`config.mk`:
```
export PLATFORM = sky130hd
export DESIGN_NAME = pdk_panel
export DESIGN_NICKNAME = d
export VERILOG_FILES = /design/src/pdk_pkg.sv /design/src/pdk_panel.sv
export SDC_FILE = /design/constraint.sdc
export NUM_CORES = 1
export LEC_CHECK = 0
export ABC_AREA = 1
export BUFFER_PORTS_ARGS = -buffer_cell sky130_fd_sc_hd__buf_4
export CAP_MARGIN = 20
export CELL_PAD_IN_SITES_DETAIL_PLACEMENT = 1
export CELL_PAD_IN_SITES_GLOBAL_PLACEMENT = 1
export CORE_MARGIN = 5
export CORE_UTILIZATION = 40
export CTS_CLUSTER_DIAMETER = 50
export DETAILED_ROUTE_END_ITERATION = 16
export HOLD_SLACK_MARGIN = 0.15
export PLACE_DENSITY = 0.71
export SLEW_MARGIN = 20
export SYNTH_ARGS = -nofsm -noshare
export SYNTH_HDL_FRONTEND = slang
export SYNTH_SLANG_ARGS = --single-unit
```
`constraint.sdc`:
```
create_clock -name sys_clk_in -period 5.1 [get_ports sys_clk_in]
set_clock_uncertainty 0.2 [all_clocks]
set_input_delay 1.275 -clock sys_clk_in [delete_from_list [all_inputs] [get_ports sys_clk_in]]
set_output_delay 1.275 -clock sys_clk_in [all_outputs]
set_load 0.03 [all_outputs]
```
`src/pdk_pkg.sv`:
```
// package for the panel dial and key lock block
package pdk_pkg;
	// ************************************************************
	// bus and register map
	// ************************************************************
	localparam logic [7:0] ADDR_CTRL = 8'h00;
	localparam logic [7:0] ADDR_SETTINGS = 8'h04;
	localparam logic [7:0] ADDR_FREQ = 8'h08;
	localparam logic [7:0] ADDR_STATUS = 8'h0C;
	localparam logic [7:0] ADDR_CMD = 8'h10;
	localparam logic [7:0] ADDR_LIST = 8'h14;
	localparam logic [1:0] RESP_OKAY = 2'h0;
	localparam logic [1:0] RESP_SLVERR = 2'h2;
	// ************************************************************
	// field reset values, codes and limits
	// ************************************************************
	localparam logic [3:0] LOCK_SEL_RST = 4'h0;
	localparam logic [3:0] LOCK_ARM_FREQ = 4'hA;
	localparam logic [3:0] LOCK_ARM_POT = 4'hB;
	localparam logic [2:0] STEP_RST = 3'h0;
	localparam logic BEEP_RST = 1'b1;
	localparam logic [5:0] CONTRAST_RST = 6'h3A;
	localparam logic [5:0] CONTRAST_MAX = 6'h3F;
	localparam logic [13:0] EXT_SIMPLE = 14'h270F;
	localparam logic [13:0] EXT_RST = 14'h270F;
	localparam logic [19:0] FREQ_RST = 20'h00000;
	// frequency held in 0.01 Hz units
	localparam logic [19:0] FREQ_100 = 20'h02710;
	localparam logic [19:0] SPEED_1000 = 20'h186A0;
	localparam logic [19:0] FREQ_MAX = 20'h02EE0;
	localparam logic [4:0] CLICKS_PER_REV = 5'h18;
	// ************************************************************
	// timing
	// ************************************************************
	localparam int CLK_MHZ = 125;
	localparam int HOLD_MS = 2000;
	localparam int HOLD_CYCLES = HOLD_MS * 1000 * CLK_MHZ;
	// ************************************************************
	// types
	// ************************************************************
	typedef enum logic [1:0] {
		PDK_UNLOCKED = 2'b00,
		PDK_LOCKED = 2'b01,
		PDK_NOTICE = 2'b11
	} pdk_lock_e;
	typedef struct packed {
		logic [3:0] lock_sel;
		logic [2:0] step_sel;
		logic beep_en;
		logic [5:0] contrast;
		logic [13:0] ext_disp;
		logic speed_disp;
		logic write_protect;
	} pdk_cfg_s;
	// step code to 0.01 Hz units: 0 and 1 = 0.01, 2..4 = 0.1, 1, 10
	function automatic logic [19:0] pdk_step(input logic [2:0] code);
		unique case (code)
			3'h1: pdk_step = 20'h00001;
			3'h2: pdk_step = 20'h0000A;
			3'h3: pdk_step = 20'h00064;
			3'h4: pdk_step = 20'h003E8;
			default: pdk_step = 20'h00001;
		endcase
	endfunction : pdk_step
endpackage : pdk_pkg

```
`src/pdk_panel.sv`:
```
// operation panel lock, dial step and settings block with an axi4-lite slave
`timescale 1ns/1ps
module pdk_panel import pdk_pkg::*; #(
	parameter int HOLD_COUNT = HOLD_CYCLES
) (
	// clock and reset
	input wire logic sys_clk_in,
	input wire logic rst_n_in,
	// axi4-lite slave
	input wire logic [7:0] s_axi_awaddr,
	input wire logic s_axi_awvalid,
	output logic s_axi_awready,
	input wire logic [31:0] s_axi_wdata,
	input wire logic [3:0] s_axi_wstrb,
	input wire logic s_axi_wvalid,
	output logic s_axi_wready,
	output logic [1:0] s_axi_bresp,
	output logic s_axi_bvalid,
	input wire logic s_axi_bready,
	input wire logic [7:0] s_axi_araddr,
	input wire logic s_axi_arvalid,
	output logic s_axi_arready,
	output logic [31:0] s_axi_rdata,
	output logic [1:0] s_axi_rresp,
	output logic s_axi_rvalid,
	input wire logic s_axi_rready,
	// panel pins
	input wire logic mode_key_in,
	input wire logic set_key_in,
	input wire logic stop_key_in,
	input wire logic dial_a_in,
	input wire logic dial_b_in,
	input wire logic panel_operation_in,
	input wire logic setting_freq_in,
	// panel outputs
	output logic lock_notice_out,
	output logic restore_error_out,
	output logic stop_out,
	output logic key_beep_out,
	output logic [5:0] lcd_contrast_out
);
	// ************************************************************
	// input synchronisers
	// ************************************************************
	logic [6:0] pin_meta_reg;
	logic [6:0] pin_sync_reg;
	logic [6:0] pin_prev_reg;
	always_ff @(posedge sys_clk_in) begin
		pin_meta_reg <= {mode_key_in, set_key_in, stop_key_in, dial_a_in, dial_b_in,
			panel_operation_in, setting_freq_in};
		pin_sync_reg <= pin_meta_reg;
		pin_prev_reg <= pin_sync_reg;
	end
	logic mode_k, set_k, stop_k, dial_a, dial_b, panel_op, freq_mode;
	assign {mode_k, set_k, stop_k, dial_a, dial_b, panel_op, freq_mode} = pin_sync_reg;
	logic set_rise, stop_rise, dial_click, dial_up, activity;
	assign set_rise = set_k & ~pin_prev_reg[5];
	assign stop_rise = stop_k & ~pin_prev_reg[4];
	// one click per full quadrature cycle on the a rising edge, 24 per turn
	assign dial_click = dial_a & ~pin_prev_reg[3];
	assign dial_up = ~dial_b;
	assign activity = dial_click | set_rise | (mode_k & ~pin_prev_reg[6]);
	// ************************************************************
	// configuration
	// ************************************************************
	pdk_cfg_s cfg_reg;
	logic [19:0] freq_reg;
	logic [19:0] freq_next;
	logic restore_err_reg;
	logic list_valid_reg;
	logic [3:0] list_reg;
	logic lock_armed;
	assign lock_armed = (cfg_reg.lock_sel == LOCK_ARM_FREQ) || (cfg_reg.lock_sel == LOCK_ARM_POT);
	// ************************************************************
	// lock state machine
	// ************************************************************
	pdk_lock_e lock_reg;
	logic [31:0] hold_cnt_reg;
	logic hold_done_reg;
	logic locked;
	assign locked = (lock_reg != PDK_UNLOCKED);
	always_ff @(posedge sys_clk_in) begin
		if (!rst_n_in) begin
			hold_cnt_reg <= 32'h0;
			hold_done_reg <= 1'b0;
		end else if (!mode_k || (locked && (dial_click || set_rise))) begin
			hold_cnt_reg <= 32'h0;
			hold_done_reg <= 1'b0;
		end else if (hold_cnt_reg < 32'(HOLD_COUNT)) begin
			hold_cnt_reg <= hold_cnt_reg + 32'h1;
			hold_done_reg <= 1'b0;
		end else begin
			// one pulse per hold; parking one past the limit keeps a long hold from wrapping round
			hold_done_reg <= (hold_cnt_reg == 32'(HOLD_COUNT));
			if (hold_cnt_reg == 32'(HOLD_COUNT)) begin
				hold_cnt_reg <= hold_cnt_reg + 32'h1;
			end
		end
	end
	logic [31:0] idle_cnt_reg;
	always_ff @(posedge sys_clk_in) begin
		if (!rst_n_in || activity) begin
			idle_cnt_reg <= 32'h0;
		end else if (idle_cnt_reg < 32'(HOLD_COUNT)) begin
			idle_cnt_reg <= idle_cnt_reg + 32'h1;
		end
	end
	always_ff @(posedge sys_clk_in) begin
		if (!rst_n_in) begin
			lock_reg <= PDK_UNLOCKED;
		end else begin
			unique case (lock_reg)
				PDK_UNLOCKED: begin
					if (hold_done_reg && lock_armed) begin
						lock_reg <= PDK_LOCKED;
					end
				end
				PDK_LOCKED: begin
					if (hold_done_reg) begin
						lock_reg <= PDK_UNLOCKED;
					end else if (dial_click || set_rise) begin
						lock_reg <= PDK_NOTICE;
					end
				end
				PDK_NOTICE: begin
					if (hold_done_reg) begin
						lock_reg <= PDK_UNLOCKED;
					end else if (idle_cnt_reg >= 32'(HOLD_COUNT)) begin
						lock_reg <= PDK_LOCKED;
					end
				end
				default: lock_reg <= PDK_UNLOCKED;
			endcase
		end
	end
	// stop stays live whatever the lock says
	always_ff @(posedge sys_clk_in) begin
		if (!rst_n_in) begin
			stop_out <= 1'b0;
		end else begin
			stop_out <= stop_rise;
		end
	end
	always_ff @(posedge sys_clk_in) begin
		if (!rst_n_in) begin
			lock_notice_out <= 1'b0;
			key_beep_out <= 1'b0;
			lcd_contrast_out <= CONTRAST_RST;
		end else begin
			lock_notice_out <= (lock_reg == PDK_NOTICE);
			key_beep_out <= cfg_reg.beep_en & (set_rise | stop_rise);
			lcd_contrast_out <= cfg_reg.contrast;
		end
	end
	// ************************************************************
	// dial step and frequency
	// ************************************************************
	function automatic logic [19:0] eff_step(input pdk_cfg_s c, input logic [19:0] f);
		logic [19:0] s;
		s = pdk_step(c.step_sel);
		if (c.speed_disp && f >= SPEED_1000 && s < 20'h00064) begin
			s = 20'h00064;
		end else if (f >= FREQ_100 && s < 20'h0000A) begin
			s = 20'h0000A;
		end
		return s;
	endfunction : eff_step
	// machine speed values run past the frequency ceiling, so only the field width bounds them
	function automatic logic [19:0] freq_lim(input pdk_cfg_s c);
		return c.speed_disp ? 20'hFFFFF : FREQ_MAX;
	endfunction : freq_lim
	always_comb begin
		logic [19:0] s;
		s = eff_step(cfg_reg, freq_reg);
		freq_next = freq_reg;
		// step setting only while the dial edits the set frequency
		if (dial_click && !locked && freq_mode) begin
			if (dial_up) begin
				freq_next = (freq_lim(cfg_reg) - freq_reg < s) ? freq_lim(cfg_reg) : freq_reg + s;
			end else begin
				freq_next = (freq_reg < s) ? 20'h0 : freq_reg - s;
			end
		end
	end
	// ************************************************************
	// axi4-lite slave
	// ************************************************************
	logic aw_full_reg, w_full_reg;
	logic [7:0] aw_addr_reg;
	logic [31:0] w_data_reg;
	logic do_write;
	assign s_axi_awready = ~aw_full_reg & ~s_axi_bvalid;
	assign s_axi_wready = ~w_full_reg & ~s_axi_bvalid;
	assign do_write = aw_full_reg & w_full_reg & ~s_axi_bvalid;
	always_ff @(posedge sys_clk_in) begin
		if (!rst_n_in) begin
			aw_full_reg <= 1'b0;
			w_full_reg <= 1'b0;
			aw_addr_reg <= 8'h00;
			w_data_reg <= 32'h0;
			s_axi_bvalid <= 1'b0;
			s_axi_bresp <= RESP_OKAY;
		end else begin
			if (s_axi_awvalid && s_axi_awready) begin
				aw_full_reg <= 1'b1;
				aw_addr_reg <= s_axi_awaddr;
			end
			if (s_axi_wvalid && s_axi_wready) begin
				w_full_reg <= 1'b1;
				w_data_reg <= s_axi_wdata;
			end
			if (do_write) begin
				aw_full_reg <= 1'b0;
				w_full_reg <= 1'b0;
				s_axi_bvalid <= 1'b1;
				s_axi_bresp <= (aw_addr_reg > ADDR_LIST || aw_addr_reg[1:0] != 2'h0) ? RESP_SLVERR : RESP_OKAY;
			end else if (s_axi_bready) begin
				s_axi_bvalid <= 1'b0;
			end
		end
	end
	logic ext_open, wr_ctrl, wr_set, wr_freq, wr_cmd;
	assign ext_open = (cfg_reg.ext_disp == 14'h0);
	assign wr_ctrl = do_write && aw_addr_reg == ADDR_CTRL;
	assign wr_set = do_write && aw_addr_reg == ADDR_SETTINGS;
	assign wr_freq = do_write && aw_addr_reg == ADDR_FREQ;
	assign wr_cmd = do_write && aw_addr_reg == ADDR_CMD && w_data_reg[0];
	logic restore_ok;
	assign restore_ok = wr_cmd && !cfg_reg.write_protect && panel_op;
	always_ff @(posedge sys_clk_in) begin
		if (!rst_n_in) begin
			cfg_reg <= '{LOCK_SEL_RST, STEP_RST, BEEP_RST, CONTRAST_RST, EXT_RST, 1'b0, 1'b0};
			freq_reg <= FREQ_RST;
		end else begin
			freq_reg <= freq_next;
			if (restore_ok) begin
				// calibration and terminal settings live outside this block and are untouched
				cfg_reg.lock_sel <= LOCK_SEL_RST;
				cfg_reg.step_sel <= STEP_RST;
				cfg_reg.beep_en <= BEEP_RST;
				cfg_reg.contrast <= CONTRAST_RST;
				cfg_reg.ext_disp <= EXT_RST;
				cfg_reg.speed_disp <= 1'b0;
				freq_reg <= FREQ_RST;
			end
			if (wr_ctrl && (s_axi_wstrb[0] || s_axi_wstrb == 4'h0 || 1'b1)) begin
				cfg_reg.write_protect <= w_data_reg[0];
				cfg_reg.speed_disp <= w_data_reg[1];
				cfg_reg.ext_disp <= w_data_reg[29:16];
				if (w_data_reg[11:8] <= 4'h1 || w_data_reg[11:8] == LOCK_ARM_FREQ
					|| w_data_reg[11:8] == LOCK_ARM_POT) begin
					cfg_reg.lock_sel <= w_data_reg[11:8];
				end
			end
			// write protect does not gate beep and contrast
			if (wr_set && ext_open) begin
				if (w_data_reg[2:0] <= 3'h4) begin
					cfg_reg.step_sel <= w_data_reg[2:0];
				end
				cfg_reg.beep_en <= w_data_reg[8];
				cfg_reg.contrast <= w_data_reg[21:16];
			end
			if (wr_freq && !cfg_reg.write_protect && w_data_reg[19:0] <= freq_lim(cfg_reg)) begin
				freq_reg <= w_data_reg[19:0];
			end
		end
	end
	always_ff @(posedge sys_clk_in) begin
		if (!rst_n_in) begin
			restore_err_reg <= 1'b0;
		end else if (wr_cmd && !panel_op) begin
			restore_err_reg <= 1'b1;
		end else if (set_rise || restore_ok) begin
			restore_err_reg <= 1'b0;
		end
	end
	// the idle counter saturates, so the alternation needs a pace of its own
	logic [31:0] blink_cnt_reg;
	logic blink_reg;
	always_ff @(posedge sys_clk_in) begin
		if (!rst_n_in || !restore_err_reg) begin
			blink_cnt_reg <= 32'h0;
			blink_reg <= 1'b1;
		end else if (blink_cnt_reg >= 32'(HOLD_COUNT / 4)) begin
			blink_cnt_reg <= 32'h0;
			blink_reg <= ~blink_reg;
		end else begin
			blink_cnt_reg <= blink_cnt_reg + 32'h1;
		end
	end
	assign restore_error_out = restore_err_reg & blink_reg;
	// changed list snapshot, rebuilt on write of bit1 to the command register
	always_ff @(posedge sys_clk_in) begin
		if (!rst_n_in) begin
			list_reg <= 4'h0;
			list_valid_reg <= 1'b0;
		end else if (do_write && aw_addr_reg == ADDR_CMD && w_data_reg[1]) begin
			list_valid_reg <= 1'b1;
			// bit3 extended select always listed; calibration never listed
			list_reg[3] <= 1'b1;
			list_reg[2] <= (cfg_reg.contrast != CONTRAST_RST); // contrast is simple-mode
			list_reg[1] <= (cfg_reg.beep_en != BEEP_RST) && cfg_reg.ext_disp != EXT_SIMPLE;
			list_reg[0] <= (cfg_reg.step_sel != STEP_RST) && cfg_reg.ext_disp != EXT_SIMPLE;
		end
	end
	// ************************************************************
	// read channel
	// ************************************************************
	assign s_axi_arready = ~s_axi_rvalid;
	always_ff @(posedge sys_clk_in) begin
		if (!rst_n_in) begin
			s_axi_rvalid <= 1'b0;
			s_axi_rdata <= 32'h0;
			s_axi_rresp <= RESP_OKAY;
		end else if (s_axi_arvalid && s_axi_arready) begin
			s_axi_rvalid <= 1'b1;
			s_axi_rresp <= RESP_OKAY;
			unique case (s_axi_araddr)
				ADDR_CTRL: s_axi_rdata <= {2'h0, cfg_reg.ext_disp, 4'h0, cfg_reg.lock_sel, 6'h0,
					cfg_reg.speed_disp, cfg_reg.write_protect};
				ADDR_SETTINGS: s_axi_rdata <= {10'h0, cfg_reg.contrast, 7'h0, cfg_reg.beep_en, 5'h0,
					cfg_reg.step_sel};
				ADDR_FREQ: s_axi_rdata <= {12'h0, freq_reg};
				ADDR_STATUS: s_axi_rdata <= {27'h0, restore_err_reg, lock_reg == PDK_NOTICE, locked,
					lock_armed, panel_op};
				ADDR_CMD: s_axi_rdata <= 32'h0;
				ADDR_LIST: s_axi_rdata <= {27'h0, list_valid_reg, list_reg};
				default: begin
					s_axi_rdata <= 32'h0;
					s_axi_rresp <= RESP_SLVERR;
				end
			endcase
		end else if (s_axi_rready) begin
			s_axi_rvalid <= 1'b0;
		end
	end
endmodule : pdk_panel

```
==> flow_metrics.env <==
export IMPL_dpl_hpwl_um=38950
export IMPL_grt_max_degree=61
export IMPL_synth_area_top_cells="dfxtp_1 (35%), nand2_1 (13%), a21oi_1 (7.5%), inv_1 (6.9%), nor2_1 (6.0%)"
export IMPL_drtIter0Drc=744
export IMPL_tns_ns=0
export IMPL_path_class="flip-flop to flip-flop"
export IMPL_clockBufferDepth=3
export IMPL_start_util_pct=40.23
export IMPL_min_path_cells=0
export IMPL_io_pin_count=117
export IMPL_routed_wl_um=51000
export IMPL_async_flop_share_pct=0
export IMPL_drcViolationCount=0
export IMPL_yosys_area_share_adder_pct=5.374
export IMPL_num_fill_cells=4691
export IMPL_overflow=0
export IMPL_finalCritPeriodShare_pct=88.06
export IMPL_rows=70
export IMPL_place_congestion=0.9134
export IMPL_viasPerCell=5.307
export IMPL_synth_compound_area_share_pct=16.09
export IMPL_slew_headroom_pct=33.82
export IMPL_end_kind="flip-flop"
export IMPL_grt_pass1_vias=15424
export IMPL_synth_edff_count=0
export IMPL_cts_root_buf="clkbuf_16"
export IMPL_yosys_warnings=0
export IMPL_synth_top_family_by_area="simple AND/OR/NAND/NOR gates"
export IMPL_ys_flop_type="dfxtp_1"
export IMPL_r2r_slack_ns=0.61
export IMPL_worstMarginPinSlew_ns=0.9915
export IMPL_antenna_cells=0
export IMPL_fin_total_pwr_mw=5.668
export IMPL_vias=14876
export IMPL_antenna_found_initial=0
export IMPL_multi_input_area_um2=8137
export IMPL_path_clk_slew_ns=0.06
export IMPL_grt_pass1_wl_um=81700
export IMPL_cts_tree="built"
export IMPL_cp_required_ns=5.34
export IMPL_seq_area_frac_synth_pct=35.05
export IMPL_finalMaxSlewViolations=0
export IMPL_die_h_um=201.2
export IMPL_min_to="pin_sync_reg[0]"
export IMPL_max_freq_mhz=222.7
export IMPL_r2r_cells=20
export IMPL_ys_types=59
export IMPL_r2r_end="freq_reg[9]"
export IMPL_die_width_um=201.2
export IMPL_numPortBuffers=106
export IMPL_fin_crit_ns=4.491
export IMPL_cts_setup_buffers=0
export IMPL_status="finished clean"
export IMPL_h_tree_depth=2
export IMPL_firstDrtPassIters=5
export IMPL_nets=2433
export IMPL_rsz0062_at_grt="false"
export IMPL_synthMuxAreaShare_pct=0
export IMPL_power_leakage_nw=7.340
export IMPL_critPathMaxFanout=18
export IMPL_syn_avg_cell_area_um2=6.676
export IMPL_syn_instance_count=2190
export IMPL_hold_violations=0
export IMPL_p_per_area_nw_per_um2=328.2
export IMPL_layout_drive_gt1_share_pct=10.36
export IMPL_yosys_register_bits=256
export IMPL_r2r_start="freq_reg[16]"
export IMPL_cts_sinks=256
export IMPL_dieArea_um2=40480
export IMPL_worstSkewPairLatency_ns=0.56
export IMPL_hold_path_class="flip-flop to flip-flop"
export IMPL_netlist_area_um2=14620
export IMPL_dp_cells=2729
export IMPL_antenna_left=0
export IMPL_coreArea_um2=36350
export IMPL_setup_viol=0
export IMPL_synthSimpleGateAreaFrac_pct=29.76
export IMPL_wl_per_cell_um=18.20
export IMPL_startpoint_type="flip-flop"
export IMPL_yosys_area_top_type_share_pct=35.05
export IMPL_finalNonFillerCells=2803
export IMPL_seqCellArea_um2=5125
export IMPL_synth_xor_area_share_pct=4.133
export IMPL_yosys_area_top_type="dfxtp_1"
export IMPL_ir_drop_v=0.0002672
export IMPL_hp_start="pin_meta_reg[0]"
export IMPL_cap_violations=0
export IMPL_arrival_ns=4.73
export IMPL_grt_usage_pct=24.62
export IMPL_cts_buffers=38
export IMPL_syn_to_final_growth_pct=18.11
layer usage:
layer / vias up / global-route usage (%) / wire length [µm]
met4: 0 / 9.229 / 1772
met5: - / 0 / 0
met1: 7123 / 32.32 / 23520
met3: 98 / 3.691 / 2134
li1: 7397 / - / -
met2: 258 / 41.16 / 23580
through the flow:
step	area (µm²)	hold slack, ns	util (%)	setup WS (ns)
finish	17270	0.1446	47.51	0.6091
global route	17270	0.1575	47.51	0.1130
CTS	17270	0.1521	47.51	0.6558
detailed placement	15950	0.1135	43.88	0.6574
global placement	15950	0.1098	43.88	0.7722
floorplan	14660	0.1096	-	1.475
final cells by class:
class,instances,area share [%]
clock inverter,23,1.493
tap,468,3.391
clock buffer,46,5.861
inverter,278,6.043
sequential,256,29.68
multi-input combinational,1586,47.12
timing repair buffer,146,6.419
kinds of logic after synthesis:
group / count (synthesis)
AO/OA/AOI/OAI: 436
XOR/XNOR: 69
adder cells (fa/ha/maj): 61
buffers and inverters: 357
flip-flops: 256
other: 1
AND/OR/NAND/NOR: 1010
power by group:
part           total (mW)  switching [mW]  internal [mW]
logic               0.880           0.574          0.306
registers            2.14          0.0656           2.07
clock network        2.65            1.05           1.60
critical path, stage by stage, from the launching register on:
cell     delay (ns)
dfxtp_1        0.40
nor2_1         0.16
nand2_1        0.08
nor3_1         0.34
buf_4          0.21
nand2_1        0.05
a21o_1         0.16
nand2_1        0.13
inv_1          0.14
nor2_1         0.26
ha_1           0.38
a21oi_1        0.24
nand3_1        0.13
a21oi_1        0.23
inv_1          0.06
nand3_1        0.15
nand3_2        0.44
nand3_1        0.26
a21oi_1        0.09
a21oi_1        0.19
nor2_1         0.05
layout by cell type (no fill, tap or decap), types with 6 or more instances in the layout:
cell type,netlist,layout
a211oi_1,10,10
a21oi_1,220,220
buf_4,6,141
clkbuf_1,50,6
clkbuf_16,0,39
conb_1,1,10
dfxtp_1,256,256
ha_1,58,58
inv_1,270,270
nand2_1,502,502
nand3_1,101,101
nand4_1,52,52
nor2_1,235,235
nor3_1,56,55
nor3b_1,6,6
nor4_1,23,23
o21a_1,8,8
o21ai_0,149,149
o22ai_1,19,19
or2_2,11,11
xnor2_1,10,10
xor2_1,59,59
worst max path at each step:
stage / from / endpoint / slack [ns]
2_1_floorplan: cfg_reg[1] / freq_reg[18] / 1.48
3_3_place_gp: freq_reg[16] / freq_reg[13] / 0.77
3_5_place_dp: freq_reg[16] / freq_reg[7] / 0.66
4_1_cts: freq_reg[16] / freq_reg[9] / 0.66
5_1_grt: freq_reg[16] / freq_reg[13] / 0.11
6_report: freq_reg[16] / freq_reg[9] / 0.61
what timing repair did:
item,in CTS,in global routing
hold buffers,5,0
resized for setup,0,0
endpoints found under the hold margin,5,0
Yosys cell counts (all sizes together), types with 28 or more instances:
cell and instances:
clkbuf 51, nand4 52, nand2 505, nor2 240, dfxtp 256, o21ai 151, ha 58, a21oi 221
nand3 104, inv 273, buf 28, xor2 59, nor3 61
(Power assumes the default switching activity.)
